### src/hdl/copper_test_pkg.sv
`default_nettype none
// Shared constants and types of the copper-port test counter bank.
package copper_test_pkg;
    // Register word offsets on the management port.
    localparam logic [4:0] ADDR_CRC_PACKET_COUNTERS = 5'h11;
    localparam logic [4:0] ADDR_CHECKER_CONTROL = 5'h12;
    localparam logic [4:0] ADDR_GENERATOR_GAP_LENGTH = 5'h13;
    localparam logic [4:0] ADDR_LATE_COLLISION_COUNTS_LOW = 5'h17;
    localparam logic [4:0] ADDR_LATE_COLLISION_COUNTS_HIGH = 5'h18;
    localparam logic [4:0] ADDR_LATE_COLLISION_WINDOW = 5'h19;
    // Reset values of the stored registers.
    localparam logic [15:0] RST_CHECKER_CONTROL = 16'h0000;
    localparam logic [15:0] RST_GENERATOR_GAP_LENGTH = 16'h000c;
    localparam logic [15:0] RST_LATE_COLLISION_WINDOW = 16'h0000;
    // Field positions.
    localparam int CTL_COUNTER_RESET_BIT = 4;
    localparam int CTL_STUB_TEST_BIT = 3;
    localparam int GAP_LSB = 0;
    localparam int GAP_MSB = 7;
    localparam int WIN_ADJ_LSB = 8;
    localparam int WIN_ADJ_MSB = 12;
    // Counter width and saturation value.
    localparam int CNT_W = 8;
    localparam logic [7:0] CNT_MAX = 8'hff;
    // Counter slots in the counter array.
    localparam int SLOT_PACKETS = 0;
    localparam int SLOT_CRC_ERRORS = 1;
    localparam int SLOT_LC_65_96 = 2;
    localparam int SLOT_LC_97_128 = 3;
    localparam int SLOT_LC_129_192 = 4;
    localparam int SLOT_LC_OVER_192 = 5;
    localparam int NUM_COUNTERS = 6;
    // Transmit byte position width and late-collision bin bounds.
    localparam int POS_W = 12;
    localparam logic [11:0] POS_MAX = 12'hfff;
    localparam logic [11:0] BIN1_FIRST = 12'h041;
    localparam logic [11:0] BIN1_LAST = 12'h060;
    localparam logic [11:0] BIN2_FIRST = 12'h061;
    localparam logic [11:0] BIN2_LAST = 12'h080;
    localparam logic [11:0] BIN3_FIRST = 12'h081;
    localparam logic [11:0] BIN3_LAST = 12'h0c0;
    // Management request as seen by the bank.
    typedef struct packed {
        logic [4:0]  addr;
        logic [15:0] wdata;
        logic        wr;
        logic        rd;
    } mgmt_req_t;
    // Whole state of the bank apart from the counters.
    typedef struct packed {
        logic [15:0]      ctl;
        logic [15:0]      gap;
        logic [15:0]      win;
        logic [8:0]       gap_bytes;
        logic [15:0]      rdata;
        logic             rx_dv_q;
        logic [POS_W-1:0] tx_pos;
        logic             valid;
    } bank_state_t;
endpackage : copper_test_pkg
`default_nettype wire

### src/hdl/sat_counter.sv
`default_nettype none
// Saturating event counter with a clear that never swallows an event.
module sat_counter #(
    parameter int WIDTH = 8
) (
    input  wire logic             i_clk,   // Block clock.
    input  wire logic             i_rstn,  // Asynchronous reset, active low.
    input  wire logic             i_inc,   // Count one event.
    input  wire logic             i_clr,   // Clear the count.
    output logic      [WIDTH-1:0] o_count  // Current count.
);
    logic [WIDTH-1:0] next_count; // Value for the next edge.

    // A clear restarts from zero; an event in the same cycle still counts.
    always_comb
    begin
        next_count = o_count;
        if (i_clr)
        begin
            next_count = '0;
        end
        if (i_inc && (next_count != {WIDTH{1'b1}}))
        begin
            next_count = next_count + 1'b1;
        end
    end

    // Count register.
    always_ff @(posedge i_clk or negedge i_rstn)
    begin
        if (!i_rstn)
        begin
            o_count <= '0;
        end
        else
        begin
            o_count <= next_count;
        end
    end
endmodule // sat_counter
`default_nettype wire

### src/hdl/copper_test_counters.sv
// Summary of operation
// RQ1 - Received packet count, upper byte, saturating.
// RQ2 - CRC error count, lower byte, saturating.
// RQ3 - Counts valid only while checker enabled.
// RQ4 - Counter reset bit clears counters, self-clears.
// RQ5 - Bit 3 selects stub test, resets zero.
// RQ6 - Gap length in bytes is field plus one.
// RQ7 - Late collision at bytes 65-96 counted.
// RQ8 - Late collision at bytes 97-128 counted.
// RQ9 - Late collision at bytes 129-192 counted.
// RQ10 - Late collision beyond byte 192 counted.
// RQ11 - Positions and starts taken at internal GMII.
// RQ12 - Late-collision counters saturate, clear on read.
// RQ13 - Window adjust moves first bin earlier.
// RQ14 - Software writes zeros to reserved bits.
// RQ15 - Counter reset zeroes both counts together.
// RQ16 - Event during read-clear is still counted.
`default_nettype none
module copper_test_counters (
    input  wire logic        I_MCLK,         // Block clock, 20 MHz.
    input  wire logic        I_RSTN,         // Asynchronous reset, active low.
    input  wire logic [4:0]  I_ADDR,         // Register word address.
    input  wire logic [15:0] I_WDATA,        // Write data.
    input  wire logic        I_WR,           // Write strobe.
    input  wire logic        I_RD,           // Read strobe.
    input  wire logic        I_HALF_DUPLEX,  // Link runs half duplex.
    input  wire logic        I_CHECKER_EN,   // CRC checker enabled.
    input  wire logic        I_RX_DONE,      // Received frame ended, one cycle.
    input  wire logic        I_RX_CRC_ERR,   // That frame had a CRC error.
    input  wire logic        I_GMII_RX_DV,   // Internal GMII receive valid.
    input  wire logic        I_GMII_TX_EN,   // Internal GMII transmit enable.
    input  wire logic        I_GMII_TX_STB,  // One transmit byte passes.
    output logic      [15:0] O_RDATA,        // Read data, cycle after read.
    output logic             O_STUB_TEST,    // Stub test selected.
    output logic      [8:0]  O_GAP_BYTES,    // Inter-packet gap in bytes.
    output logic             O_COUNTS_VALID  // Packet and CRC counts valid.
);
    // The request fields bundled together.
    copper_test_pkg::mgmt_req_t req;
    // Registered state and its next value.
    copper_test_pkg::bank_state_t st;
    copper_test_pkg::bank_state_t next_st;
    // Per-counter increment and clear requests.
    logic [copper_test_pkg::NUM_COUNTERS-1:0] cnt_inc;
    logic [copper_test_pkg::NUM_COUNTERS-1:0] cnt_clr;
    // Current counter values.
    logic [copper_test_pkg::CNT_W-1:0] cnt [copper_test_pkg::NUM_COUNTERS];
    // Decoded strobes.
    logic wr_ctl;
    logic wr_gap;
    logic wr_win;
    logic rd_lc_low;
    logic rd_lc_high;
    // Packet start seen on the receive side.
    logic rx_start;
    // Lower bound of the first late-collision bin.
    logic [copper_test_pkg::POS_W-1:0] bin1_first;
    // Late-collision event: receive start in half duplex while transmitting.
    logic lc_arm;
    // Counter reset held this cycle.
    logic cnt_reset;

    // Gather the bus signals into one request; all come from this clock.
    assign req.addr = I_ADDR;
    assign req.wdata = I_WDATA;
    assign req.wr = I_WR;
    assign req.rd = I_RD;

    // Address decode of the strobes.
    always_comb
    begin
        wr_ctl = req.wr && (req.addr == copper_test_pkg::ADDR_CHECKER_CONTROL);
        wr_gap = req.wr && (req.addr == copper_test_pkg::ADDR_GENERATOR_GAP_LENGTH);
        wr_win = req.wr && (req.addr == copper_test_pkg::ADDR_LATE_COLLISION_WINDOW);
        rd_lc_low = req.rd && (req.addr == copper_test_pkg::ADDR_LATE_COLLISION_COUNTS_LOW);
        rd_lc_high = req.rd && (req.addr == copper_test_pkg::ADDR_LATE_COLLISION_COUNTS_HIGH);
    end

    // The stored reset bit clears the packet and CRC counts for one cycle.
    assign cnt_reset = st.ctl[copper_test_pkg::CTL_COUNTER_RESET_BIT]; // [RQ4]

    // A packet start is the rising edge of receive valid on the internal
    // GMII; those signals are on this clock, so no synchroniser is needed.
    assign rx_start = I_GMII_RX_DV && !st.rx_dv_q; // [RQ11]

    // Late collisions only count in half duplex while a frame goes out.
    assign lc_arm = I_HALF_DUPLEX && I_GMII_TX_EN && rx_start;

    // Each unit of adjust starts the first bin one byte earlier.
    always_comb
    begin
        bin1_first = copper_test_pkg::BIN1_FIRST
                   - copper_test_pkg::POS_W'(st.win[copper_test_pkg::WIN_ADJ_MSB:
                                                    copper_test_pkg::WIN_ADJ_LSB]); // [RQ13]
    end

    // Increment requests of all six counters.
    always_comb
    begin
        cnt_inc = '0;
        // Receive frames are counted only while the checker runs.
        cnt_inc[copper_test_pkg::SLOT_PACKETS] = I_CHECKER_EN && I_RX_DONE; // [RQ1] [RQ3]
        cnt_inc[copper_test_pkg::SLOT_CRC_ERRORS] = I_CHECKER_EN && I_RX_DONE
                                                  && I_RX_CRC_ERR; // [RQ2] [RQ3]
        // The byte on the wire picks the late-collision bin.
        cnt_inc[copper_test_pkg::SLOT_LC_65_96] = lc_arm
            && (st.tx_pos >= bin1_first)
            && (st.tx_pos <= copper_test_pkg::BIN1_LAST); // [RQ7] [RQ13]
        cnt_inc[copper_test_pkg::SLOT_LC_97_128] = lc_arm
            && (st.tx_pos >= copper_test_pkg::BIN2_FIRST)
            && (st.tx_pos <= copper_test_pkg::BIN2_LAST); // [RQ8]
        cnt_inc[copper_test_pkg::SLOT_LC_129_192] = lc_arm
            && (st.tx_pos >= copper_test_pkg::BIN3_FIRST)
            && (st.tx_pos <= copper_test_pkg::BIN3_LAST); // [RQ9]
        cnt_inc[copper_test_pkg::SLOT_LC_OVER_192] = lc_arm
            && (st.tx_pos > copper_test_pkg::BIN3_LAST); // [RQ10]
    end

    // Clear requests: counter reset for the receive pair, reads for the rest.
    always_comb
    begin
        cnt_clr = '0;
        // Both receive counts drop together on one edge.
        cnt_clr[copper_test_pkg::SLOT_PACKETS] = cnt_reset; // [RQ15]
        cnt_clr[copper_test_pkg::SLOT_CRC_ERRORS] = cnt_reset; // [RQ15]
        // A read empties both bytes of the register read.
        cnt_clr[copper_test_pkg::SLOT_LC_65_96] = rd_lc_low; // [RQ12]
        cnt_clr[copper_test_pkg::SLOT_LC_97_128] = rd_lc_low; // [RQ12]
        cnt_clr[copper_test_pkg::SLOT_LC_129_192] = rd_lc_high; // [RQ12]
        cnt_clr[copper_test_pkg::SLOT_LC_OVER_192] = rd_lc_high; // [RQ12]
    end

    // One saturating counter per slot; an event during a clear counts one.
    generate
        for (genvar g = 0; g < copper_test_pkg::NUM_COUNTERS; g++)
        begin : g_cnt
            sat_counter #(
                .WIDTH (copper_test_pkg::CNT_W)
            ) u_cnt (
                .i_clk   (I_MCLK),
                .i_rstn  (I_RSTN),
                .i_inc   (cnt_inc[g]),
                .i_clr   (cnt_clr[g]),
                .o_count (cnt[g])
            ); // [RQ1] [RQ2] [RQ12] [RQ16]
        end
    endgenerate

    // Next state of registers, byte position and read data.
    always_comb
    begin
        next_st = st;
        next_st.rx_dv_q = I_GMII_RX_DV;
        next_st.valid = I_CHECKER_EN; // [RQ3]

        // The reset bit lives one cycle, then clears itself.
        if (cnt_reset)
        begin
            next_st.ctl[copper_test_pkg::CTL_COUNTER_RESET_BIT] = 1'b0; // [RQ4]
        end

        // Register writes; reserved bits are stored as written, and
        // software is expected to keep them at zero.
        if (wr_ctl)
        begin
            next_st.ctl = req.wdata; // [RQ4] [RQ5] [RQ14]
        end
        if (wr_gap)
        begin
            next_st.gap = req.wdata;
        end
        if (wr_win)
        begin
            next_st.win = req.wdata; // [RQ13] [RQ14]
        end

        // The gap that the generator inserts is one byte above the field.
        next_st.gap_bytes = {1'b0, next_st.gap[copper_test_pkg::GAP_MSB:
                                               copper_test_pkg::GAP_LSB]}
                          + 9'h001; // [RQ6]

        // Byte position on the internal GMII transmit side: number of
        // the byte now on the wire, zero outside a frame.
        if (!I_GMII_TX_EN)
        begin
            next_st.tx_pos = '0; // [RQ11]
        end
        else if (I_GMII_TX_STB && (st.tx_pos != copper_test_pkg::POS_MAX))
        begin
            next_st.tx_pos = st.tx_pos + 1'b1; // [RQ11]
        end

        // Read data stand only in the cycle after the read strobe.
        next_st.rdata = 16'h0000;
        if (req.rd)
        begin
            case (req.addr)
                copper_test_pkg::ADDR_CRC_PACKET_COUNTERS:
                begin
                    // Packet count high byte, CRC errors low byte.
                    next_st.rdata = {cnt[copper_test_pkg::SLOT_PACKETS],
                                     cnt[copper_test_pkg::SLOT_CRC_ERRORS]}; // [RQ1] [RQ2]
                end
                copper_test_pkg::ADDR_CHECKER_CONTROL:
                begin
                    next_st.rdata = st.ctl;
                end
                copper_test_pkg::ADDR_GENERATOR_GAP_LENGTH:
                begin
                    next_st.rdata = st.gap;
                end
                copper_test_pkg::ADDR_LATE_COLLISION_COUNTS_LOW:
                begin
                    next_st.rdata = {cnt[copper_test_pkg::SLOT_LC_97_128],
                                     cnt[copper_test_pkg::SLOT_LC_65_96]};
                end
                copper_test_pkg::ADDR_LATE_COLLISION_COUNTS_HIGH:
                begin
                    next_st.rdata = {cnt[copper_test_pkg::SLOT_LC_OVER_192],
                                     cnt[copper_test_pkg::SLOT_LC_129_192]};
                end
                copper_test_pkg::ADDR_LATE_COLLISION_WINDOW:
                begin
                    next_st.rdata = st.win;
                end
                default:
                begin
                    // Unmapped addresses read as zero.
                    next_st.rdata = 16'h0000;
                end
            endcase
        end
    end

    // State register with hardware reset values.
    always_ff @(posedge I_MCLK or negedge I_RSTN)
    begin
        if (!I_RSTN)
        begin
            st.ctl <= copper_test_pkg::RST_CHECKER_CONTROL; // [RQ5]
            st.gap <= copper_test_pkg::RST_GENERATOR_GAP_LENGTH; // [RQ6]
            st.win <= copper_test_pkg::RST_LATE_COLLISION_WINDOW;
            st.gap_bytes <= 9'h00d;
            st.rdata <= 16'h0000;
            st.rx_dv_q <= 1'b0;
            st.tx_pos <= '0;
            st.valid <= 1'b0;
        end
        else
        begin
            st <= next_st;
        end
    end

    // Outputs come straight from the state flip-flops.
    assign O_RDATA = st.rdata;
    assign O_STUB_TEST = st.ctl[copper_test_pkg::CTL_STUB_TEST_BIT]; // [RQ5]
    assign O_GAP_BYTES = st.gap_bytes; // [RQ6]
    assign O_COUNTS_VALID = st.valid; // [RQ3]
endmodule // copper_test_counters
`default_nettype wire

### config.mk
export PLATFORM = sky130hd
export DESIGN_NAME = copper_test_counters
export DESIGN_NICKNAME = d
export VERILOG_FILES = /design/src/hdl/copper_test_pkg.sv /design/src/hdl/sat_counter.sv /design/src/hdl/copper_test_counters.sv
export SDC_FILE = /design/constraint.sdc
export NUM_CORES = 1
export LEC_CHECK = 0
export ABC_AREA = 1
export BUFFER_PORTS_ARGS = -buffer_cell sky130_fd_sc_hd__buf_2
export CORE_UTILIZATION = 55
export DETAILED_ROUTE_END_ITERATION = 10
export GPL_TIMING_DRIVEN = 0
export HOLD_SLACK_MARGIN = 0.05
export PLACE_DENSITY_LB_ADDON = 0.08
export RECOVER_POWER = 100
export SLEW_MARGIN = 25
export SYNTH_ARGS = -nofsm -noshare
export SYNTH_HDL_FRONTEND = slang
export SYNTH_HIERARCHICAL = 1
export SYNTH_SLANG_ARGS = --single-unit
### constraint.sdc
create_clock -name I_MCLK -period 2.3 [get_ports I_MCLK]
set_clock_uncertainty 0.15 [all_clocks]
set_input_delay 0.46 -clock I_MCLK [delete_from_list [all_inputs] [get_ports I_MCLK]]
set_output_delay 0.46 -clock I_MCLK [all_outputs]
set_load 0.02 [all_outputs]
* Word level (Yosys, flattened, before mapping)
Index checks and enable logic that the tools add are counted.
** Storage, ports and cells
- ROM bits :: 0
- RAM bits :: 0
- Latch bits :: 0
- Memories kept :: 0
- Bits in registers :: 135
** Operators by class
- Reduce and logical (&&, ||, !) cells :: 25
- Bitwise gates (word level) :: 0
- Add/subtract/negate cells :: 9
- Div/mod/pow operators :: 0
- Mux-type cells :: 18
- Shifts and indexed selects :: 0
- $mul :: 0
- Equality and inequality tests :: 14
- Order comparisons :: 7
** Operator list (count)
- 8-bit two-way mux :: 13
- 16-bit case mux with 6 select lines :: 1
- 8-bit by 1-bit adder with 8-bit output, second input constant :: 6
- 8-bit != test, second input constant :: 6
- 5-bit == test, second input constant :: 6
- 12-bit by 8-bit <= comparator with 1-bit output, second input constant :: 2
- 1-bit logical AND :: 24
- 12-bit two-way mux :: 2
- 16-bit two-way mux :: 1
- 12-bit by 1-bit adder with 12-bit output, second input constant :: 1
- 12-bit >= comparator :: 1
- 12-bit by 7-bit >= comparator with 1-bit output, second input constant :: 1
- 12-bit by 8-bit >= comparator with 1-bit output, second input constant :: 1
- 12-bit by 8-bit > comparator with 1-bit output, second input constant :: 1
- 12-bit by 7-bit <= comparator with 1-bit output, second input constant :: 1
- 12-bit != test, second input constant :: 1
- 8-bit by 1-bit adder with 9-bit output, second input constant :: 1
- 7-bit by 5-bit subtractor with 8-bit output, first input constant :: 1
- 5-bit two-way mux :: 1
- 2-bit by 1-bit != test with 1-bit output, second input constant :: 1
- 1-bit logical NOT :: 1

* Depth between registers and ports, before layout
Gate-level depths: netlist of run 1.
- Depth after elaboration :: 7
- Mapped depth :: 16

* Hierarchy
Netlist of run 1, hierarchy kept.
** By module, submodules not included
- copper_test_counters :: area an instance 4913.5 um2, instances 1, cells an instance 629
- sat_counter :: area an instance 529.3 um2, instances 6, cells an instance 76

* Least setup slack after synthesis of run 1
OpenSTA, ideal clock, no wires.
- Kind :: input to register
- Start :: in I_ADDR[1]
- End :: reg g_cnt[4].u_cnt.o_count[0]
- Arrival time :: 2.289 ns
- Stages :: 11
- Setup slack :: -0.256 ns
- Required time :: 2.033 ns
- Path through :: nor2_1 buf_2 nand2_1 nor2_1 inv_4 nand3_4 nor2_4 nand2_2 nand2_2 nand2_1 nand2_1
** Between the ends
- Cells in the longest elaborated chain, start to end :: 6
** Ends and longest elaborated chain
- from (decl) :: line copper_test_counters.sv:22 : input wire logic [4:0] I_ADDR,
- 5-bit == test * :: line copper_test_counters.sv:76 : rd_lc_high = req.rd && (req.addr == copper_test_pkg::ADDR_LATE_COLLISION_COUNTS_HIGH);
- 1-bit logical AND * :: line copper_test_counters.sv:76
- named net cnt_clr, one bit :: line copper_test_counters.sv:45 : logic [copper_test_pkg::NUM_COUNTERS-1:0] cnt_clr;
- 8-bit two-way mux * :: line sat_counter.sv:18 : if (i_clr)
- parallel branches: the longest is 2 deep, another holds 8-bit by 1-bit adder with 8-bit output
- 8-bit two-way mux * :: line sat_counter.sv:22 : if (i_inc && (next_count != {WIDTH{1'b1}}))
- named net g_cnt[4].u_cnt.next_count[0] :: line sat_counter.sv:12 : logic [WIDTH-1:0] next_count;
- to (signal assigned) :: line sat_counter.sv:37 : o_count <= next_count;
- to (decl) :: line sat_counter.sv:10 : output logic [WIDTH-1:0] o_count
Mark *: on every way through the listed nets, which the timed path passes.
A chain may end at the register's enable or synchronous reset.

* Final worst setup path of run 1
- Start :: reg st[48] in the netlist's numbering
- End :: reg g_cnt[2].u_cnt.o_count[1]
** Between the ends
- Cells in the longest elaborated chain, start to end :: 6
** Ends and longest elaborated chain
- from (decl) :: line copper_test_counters.sv:41 : copper_test_pkg::bank_state_t st;
- from (signal assigned) :: line copper_test_counters.sv:251 : st <= next_st;
- 7-bit by 5-bit subtractor with 8-bit output :: line copper_test_counters.sv:93 : - copper_test_pkg::POS_W'(st.win[copper_test_pkg::WIN_ADJ_MSB:
- 12-bit >= comparator :: line copper_test_counters.sv:107 : && (st.tx_pos >= bin1_first)
- 1-bit logical AND :: line copper_test_counters.sv:107
- 1-bit logical AND :: line copper_test_counters.sv:108 : && (st.tx_pos <= copper_test_pkg::BIN1_LAST);
- named net cnt_inc, one bit :: line copper_test_counters.sv:44 : logic [copper_test_pkg::NUM_COUNTERS-1:0] cnt_inc;
- 1-bit logical AND :: line sat_counter.sv:22
- 8-bit two-way mux :: line sat_counter.sv:22
- named net g_cnt[2].u_cnt.next_count[1] :: line sat_counter.sv:12
- to (signal assigned) :: line sat_counter.sv:37
- to (decl) :: line sat_counter.sv:10
The timed path passes the listed nets, and every way through them passes these cells.

==> flow_summary_export.csv, run 1 <==
group,metric,value,unit
critical_path,path_cells,"inv_2 > ha_4 > nand2_1 > nor2_1 > ha_1 > a21oi_2 > nor2_1 > nor3_1 > nand2_1 > o21ai_2 > inv_2 > buf_4 > buf_6 > nand4_1 > nand2_1",
floorplanning,dieArea,0.0152,mm^2
yosys,ys_top_cells_by_area,"dfrtp_1 40%, nand2_1 14%, nand3_1 8.7%",
yosys,synth_top_area_cell,"dfrtp_1",
yosys,netlist_area,0.00809,mm^2
drt,ant_nets,0,
global_routing,grt_max_degree,87,
floorplanning,start_util,57.4,%
power,power.leakage,4.69,nW
drt,first_iter_violations,605,
sta,hold_viol_final,0,
yosys,ys_seq_elements,135,
floorplanning,placementRows,43,
drt,wire_per_inst,14.5,um
clock_tree,root_buffer,"clkbuf_16",
global_routing,grt_usage,28.2,%
place,globalplace.congestion,0.864,
yosys,yosysUniqueCellTypes,35,
floorplanning,pin_count,59,
clock_tree,numCtsBuffers,17,
sta,min_period,2420,ps
critical_path,cp.arrival,2580,ps
cells_and_area,layout-drive-gt1-share,17.7,%
yosys,synth_edf_count,0,
critical_path,crit_slowest_cell,"dfrtp_1",
run,cap_violations,0,
sta,rsz0062_at_grt,"yes",
yosys,async_reset_ff_share,100,%
yosys,synthCells,1085,
critical_path,cp.required,2460,ps
drt,vias_per_cell,5.31,
clock_tree,tritoncts,"built",
yosys,yosys_warnings,6,
yosys,synth_nets,1129,
yosys,synth_top_area_share,40.2,%
power,p_total,0.00739,W
clock_tree,clockBufferDepth,2,
sta,fmax,0.413,GHz
clock_tree,clk_pin_slew,60,ps
sta,worstMarginPinSlew,1350,ps
critical_path,cpMostUsedCell,"nand2_1",
min_path,min_path_type,"in -> reg",
yosys,syn_area_per_cell,7.46,um^2
critical_path,r2r_cells,15,
outcome,violations,"negative setup slack",
sta,slew_headroom,10.1,%
critical_path,critPathMaxStageDelay,410,ps
place,io_buffer_count,57,
floorplanning,die_w,123,um
sta,slew_violations,0,
critical_path,crit_path_max_fanout,2,
clock_tree,clk_latency,430,ps
power,vdd_drop_max,530,uV
cells_and_area,fin_nets,1222,
cells_and_area,final_util,66.3,%
power,power_density,791,mW/mm^2
drt,num_vias,7285,
sta,setup_viol,8,
sta,tns,-553,ps
global_routing,antenna_found_initial,0,
drt,met3WireLength,1310,um
global_routing,grt-ovfl-total,0,
drt,drtPass1Iterations,6,
critical_path,startpoint_type,"register",
yosys,synth_flop_cell,"dfrtp_1",
floorplanning,core_area,0.0141,mm^2
sta,timing.final.crit_share,105,%
outcome,status,"complete, but fails checks",
global_routing,grt_pass1_wl,32700,um
sta,whs,149,ps
drt,wl_met2,9220,um
drt,drt-met1-wl,9030,um
critical_path,critPathKind,"reg -> reg",
sta,timing.final.ws_setup,-119,ps
place,pre_cts_slack,-666,ps
floorplanning,die_h,123,um
drt,drt_wl_total,19800,um
cells_and_area,num_antenna_cells,0,
min_path,hold_depth,3,
drt,drc_errors,0,
global_routing,grt_pass1_vias,6684,
clock_tree,clock-sinks,135,
critical_path,endpoint_kind,"register",
cells_and_area,area_growth,15.5,%
yosys,seq_area_frac_synth,41.8,%
place,dpl.hpwl,14100,um
drt,top_layer_used,"met4",
clock_tree,cts_htree_levels,4,
what timing repair did:
item | CTS | global route
resized for setup | 20 | 12
setup endpoints to repair | 28 | 29
endpoints found under the hold margin | 51 | 0
pin swaps | 10 | 16
gates cloned | 0 | 0
setup buffers | 6 | 7
hold buffers | 3 | 0
registers in the layout, indices dropped and copies added (netlist names):
register / cells
O_STUB_TEST: 1
O_RDATA: 16
st: 59
cnt_clr: 1
O_COUNTS_VALID: 1
g_cnt.u_cnt/o_count: 48
O_GAP_BYTES: 9
synthesized netlist by cell type (11+ instances only):
library cell,n
nor2_2,16
nand2_2,27
buf_4,27
buf_2,14
inv_1,116
nand4_1,12
ha_1,12
xor2_1,15
nand3_1,141
a21oi_1,20
nor2_4,11
nor2_1,82
nand2_1,309
o21ai_1,22
o21ai_0,49
dfrtp_1,130
placed cells by master, fill, tap and decap left out, types with 5 or more instances in the layout:
| cell type | netlist | layout |
|---|---|---|
| nor3_2 | 6 | 5 |
| o21ai_1 | 22 | 13 |
| nor2_1 | 82 | 81 |
| dfstp_2 | 5 | 5 |
| inv_1 | 116 | 114 |
| nand2_2 | 27 | 20 |
| inv_2 | 8 | 10 |
| o21ai_0 | 49 | 57 |
| ha_1 | 12 | 10 |
| dfrtp_1 | 130 | 128 |
| buf_4 | 27 | 35 |
| nor2_2 | 16 | 17 |
| a31oi_1 | 8 | 8 |
| clkbuf_1 | 7 | 45 |
| clkbuf_16 | 0 | 17 |
| nand4_1 | 12 | 13 |
| a21oi_1 | 20 | 19 |
| a21oi_2 | 6 | 6 |
| xnor2_1 | 6 | 6 |
| buf_2 | 14 | 30 |
| nand2_1 | 309 | 315 |
| nor3_1 | 8 | 5 |
| nand3_1 | 141 | 143 |
| xor2_1 | 15 | 15 |
| clkbuf_2 | 0 | 6 |
| nor2_4 | 11 | 11 |
path summary, 6_finish.rpt:
path	from	endpoint	slack (ps)
min in group asynchronous	I_RSTN	g_cnt[4].u_cnt/o_count[2]$_DFF_PN0_	730
setup / recovery	st[48]$_DFFE_PN0P_	g_cnt[2].u_cnt/o_count[1]$_DFF_PN0_	-120
hold reg to reg	st[53]$_DFFE_PN0P_	st[53]$_DFFE_PN0P_	330
max in group asynchronous	I_RSTN	st[57]$_DFF_PN1_	190
setup reg to reg	st[48]$_DFFE_PN0P_	g_cnt[2].u_cnt/o_count[1]$_DFF_PN0_	-120
hold / removal	I_WDATA[4]	cnt_clr[0]$_DFF_PN0_	150
critical path: cells and delay by family, from the launching register on:
family | cells | cell delay (ps)
adder cells (fa/ha/maj) | 2 | 400
flip-flops | 1 | 410
AND/OR/NAND/NOR | 7 | 600
buffers and inverters | 4 | 450
AO/OA/AOI/OAI | 2 | 320
metal layers:
layer / GRT usage (%) / vias to the layer above
met2: 44.9 / 194
met5: 0 / -
li1: - / 3642
met3: 7.01 / 26
met1: 38.5 / 3423
met4: 7.23 / 0
cells by family after synthesis:
group	count (synthesis)	share of synthesized area, %
AOI/OAI and AO/OA	105	6.90
xor gates and xnor gates	21	2.27
buffers and inverters	183	10.4
and+or+nand+nor	629	36.7
DFF	135	41.8
adders and majority gates	12	1.86
report_power, final:
group	internal (W)	total [W]	switching [W]	leakage [nW]
Combinational	0.000553	0.00150	0.000943	2.66
Clock	0.00171	0.00281	0.00109	0.284
Sequential	0.00275	0.00309	0.000334	1.75
Total	0.00502	0.00739	0.00237	4.69
through the flow:
step                      area (um^2)  std cells
after floorplan                  8100       1085
after detailed placement         8650       1323
after global placement           8610       1322
after CTS                        9390       1364
after global routing             9350       1371
final                            9350       1371
area by class of cell:
| cell class | count | area [um^2] |
|---|---|---|
| clock inverters | 14 | 174 |
| inverters | 133 | 517 |
| clock buffers | 18 | 429 |
| flip-flops and latches | 135 | 3390 |
| repair buffers | 74 | 414 |
| fillers | 1279 | 4750 |
| well taps | 180 | 225 |
| multi-input cells | 767 | 3900 |
| plain buffers | 50 | 304 |
No activity file was read; power rests on OpenSTA's default activity.
==> inputs of run 2 (changes only) <==
- SKIP_CTS_REPAIR_TIMING: not set -> 1
==> flow_summary_export.csv, run 2 (synthesis gave the netlist of run 1 again) <==
group,metric,value,unit
sta,timing.final.ws_setup,-122,ps
critical_path,critPathMaxStageDelay,400,ps
power,power_density,793,mW/mm^2
cells_and_area,final_cells,1370,
floorplanning,pin_count,59,
cells_and_area,layout_common_cells,"314 x nand2_1, 143 x nand3_1, 128 x dfrtp_1, 114 x inv_1, 80 x nor2_1",
critical_path,crit_path_max_fanout,3,
floorplanning,placementRows,43,
clock_tree,tritoncts,"built",
sta,slew_headroom,10.5,%
power,vdd_drop_max,524,uV
clock_tree,numCtsBuffers,17,
place,dpl.hpwl,14100,um
cells_and_area,layout-drive-gt1-share,17.9,%
critical_path,crit_slowest_cell,"dfrtp_1",
drt,drc_errors,0,
cells_and_area,area_growth,15.3,%
outcome,violations,"negative setup slack",
global_routing,grt_pass1_wl,32400,um
critical_path,reg2reg_slack,-120,ps
drt,vias_per_cell,5.30,
sta,fmax,0.413,GHz
clock_tree,clk_pin_slew,60,ps
min_path,hold_depth,3,
floorplanning,start_util,57.4,%
sta,min_period,2420,ps
drt,drtPass1Iterations,5,
critical_path,endpoint_kind,"register",
critical_path,r2r-start,"st[48]$_DFFE_PN0P_",
drt,ant_nets,0,
clock_tree,root_buffer,"clkbuf_16",
place,globalplace.congestion,0.864,
drt,wire_per_inst,14.5,um
global_routing,grt-ovfl-total,0,
drt,drt_wl_total,19900,um
floorplanning,die_w,123,um
place,placed_cells,1323,
cells_and_area,largest-register,"st",
floorplanning,dieArea,0.0152,mm^2
power,power.leakage,4.69,nW
critical_path,cp.required,2460,ps
drt,first_iter_violations,620,
place,io_buffer_count,57,
cells_and_area,num_antenna_cells,0,
outcome,status,"complete, but fails checks",
power,p_total,0.00739,W
clock_tree,clockBufferDepth,2,
global_routing,grt_pass1_vias,6627,
drt,num_vias,7260,
critical_path,critPathKind,"reg -> reg",
critical_path,startpoint_type,"register",
critical_path,r2r_cells,15,
floorplanning,core_area,0.0141,mm^2
global_routing,grt_max_degree,87,
cells_and_area,largest_register_ffs,59,
sta,slew_violations,0,
min_path,min_path_type,"in -> reg",
min_path,hp-start,"I_WDATA[4]",
min_path,whs_endpoint,"cnt_clr[0]$_DFF_PN0_",
sta,worstMarginPinSlew,1340,ps
global_routing,grt_usage,27.9,%
clock_tree,cts_htree_levels,4,
critical_path,path_cells,"inv_2 > ha_4 > xor2_1 > ha_1 > nand2_1 > o21ai_2 > nand2_1 > nand2_1 > o21ai_2 > inv_2 > inv_4 > nor3_4 > nand3_1 > nand2_1 > nand2_1",
clock_tree,clock-sinks,135,
cells_and_area,regArea,0.00339,mm^2
critical_path,cp.arrival,2580,ps
sta,rsz0062_at_grt,"yes",
sta,setup_viol,8,
critical_path,cpMostUsedCell,"nand2_1",
cells_and_area,fin_nets,1221,
critical_path,rr_endpoint,"g_cnt[2].u_cnt/o_count[6]$_DFF_PN0_",
cells_and_area,fillers,1281,
sta,hold_viol_final,0,
global_routing,antenna_found_initial,0,
cells_and_area,mostFrequentLayoutCell,"nand2_1",
cells_and_area,multiInputGateArea,0.00388,mm^2
sta,timing.final.crit_share,105,%
floorplanning,die_h,123,um
clock_tree,clk_latency,420,ps
run,cap_violations,0,
==> run 2: area by class of cell <==
type                       instances  area share [%]
multi-input combinational        767            41.6
sequential                       135            36.3
inverter                         133            5.54
clock buffer                      18            4.60
timing repair buffer              73            4.39
buffer                            50            3.26
tap                              180            2.42
clock inverter                    14            1.87
==> run 2: metrics by stage <==
step                hold slack, ps  cell area [um^2]  setup TNS (ps)  setup WS, ps  util (%)
floorplan                     14.4              8100               0          59.1         -
global placement               316              8610         -185340         -1300      61.1
detailed placement             252              8650          -16140          -666      61.3
CTS                           -192              9250           -4480          -391      65.6
global route                   165              9330          -11630          -286      66.2
finish                         153              9330            -580          -122      66.2
==> run 2: worst max path at each step <==
stage / endpoint / start / slack [ps] / cells after the start
2_1_floorplan: g_cnt[2].u_cnt/o_count[5]$_DFF_PN0_ / I_ADDR[0] / 60 / 11
3_3_place_gp: O_GAP_BYTES[1]$_DFF_PN0_ / I_RSTN / -1300 / 1
3_5_place_dp: g_cnt[3].u_cnt/o_count[4]$_DFF_PN0_ / I_ADDR[1] / -670 / 12
4_1_cts: g_cnt[2].u_cnt/o_count[7]$_DFF_PN0_ / st[48]$_DFFE_PN0P_ / -390 / 14
5_1_grt: g_cnt[2].u_cnt/o_count[6]$_DFF_PN0_ / st[48]$_DFFE_PN0P_ / -290 / 15
6_report: g_cnt[2].u_cnt/o_count[6]$_DFF_PN0_ / st[48]$_DFFE_PN0P_ / -120 / 15
==> run 2: critical path: cells and delay by family, from the launching register on <==
kind / cells / cell delay [ps]
buf+inv: 3 / 240
compound gates: 2 / 250
simple gates: 7 / 600
flops: 1 / 400
xor+xnor: 1 / 150
fa+ha+maj: 2 / 510
==> run 2: where the power goes <==
part           total [W]  switching, W  leakage (nW)  internal (W)
registers        0.00309      0.000337          1.75       0.00275
logic            0.00149      0.000945          2.66      0.000550
clock network    0.00281       0.00110         0.284       0.00171
==> run 2: per-layer routing <==
| metal | wire length [um] | global-route usage [%] |
|---|---|---|
| met5 | 0 | 0 |
| met4 | 273 | 7.15 |
| met3 | 1300 | 7.06 |
| met2 | 9250 | 44.3 |
| met1 | 9070 | 38.2 |
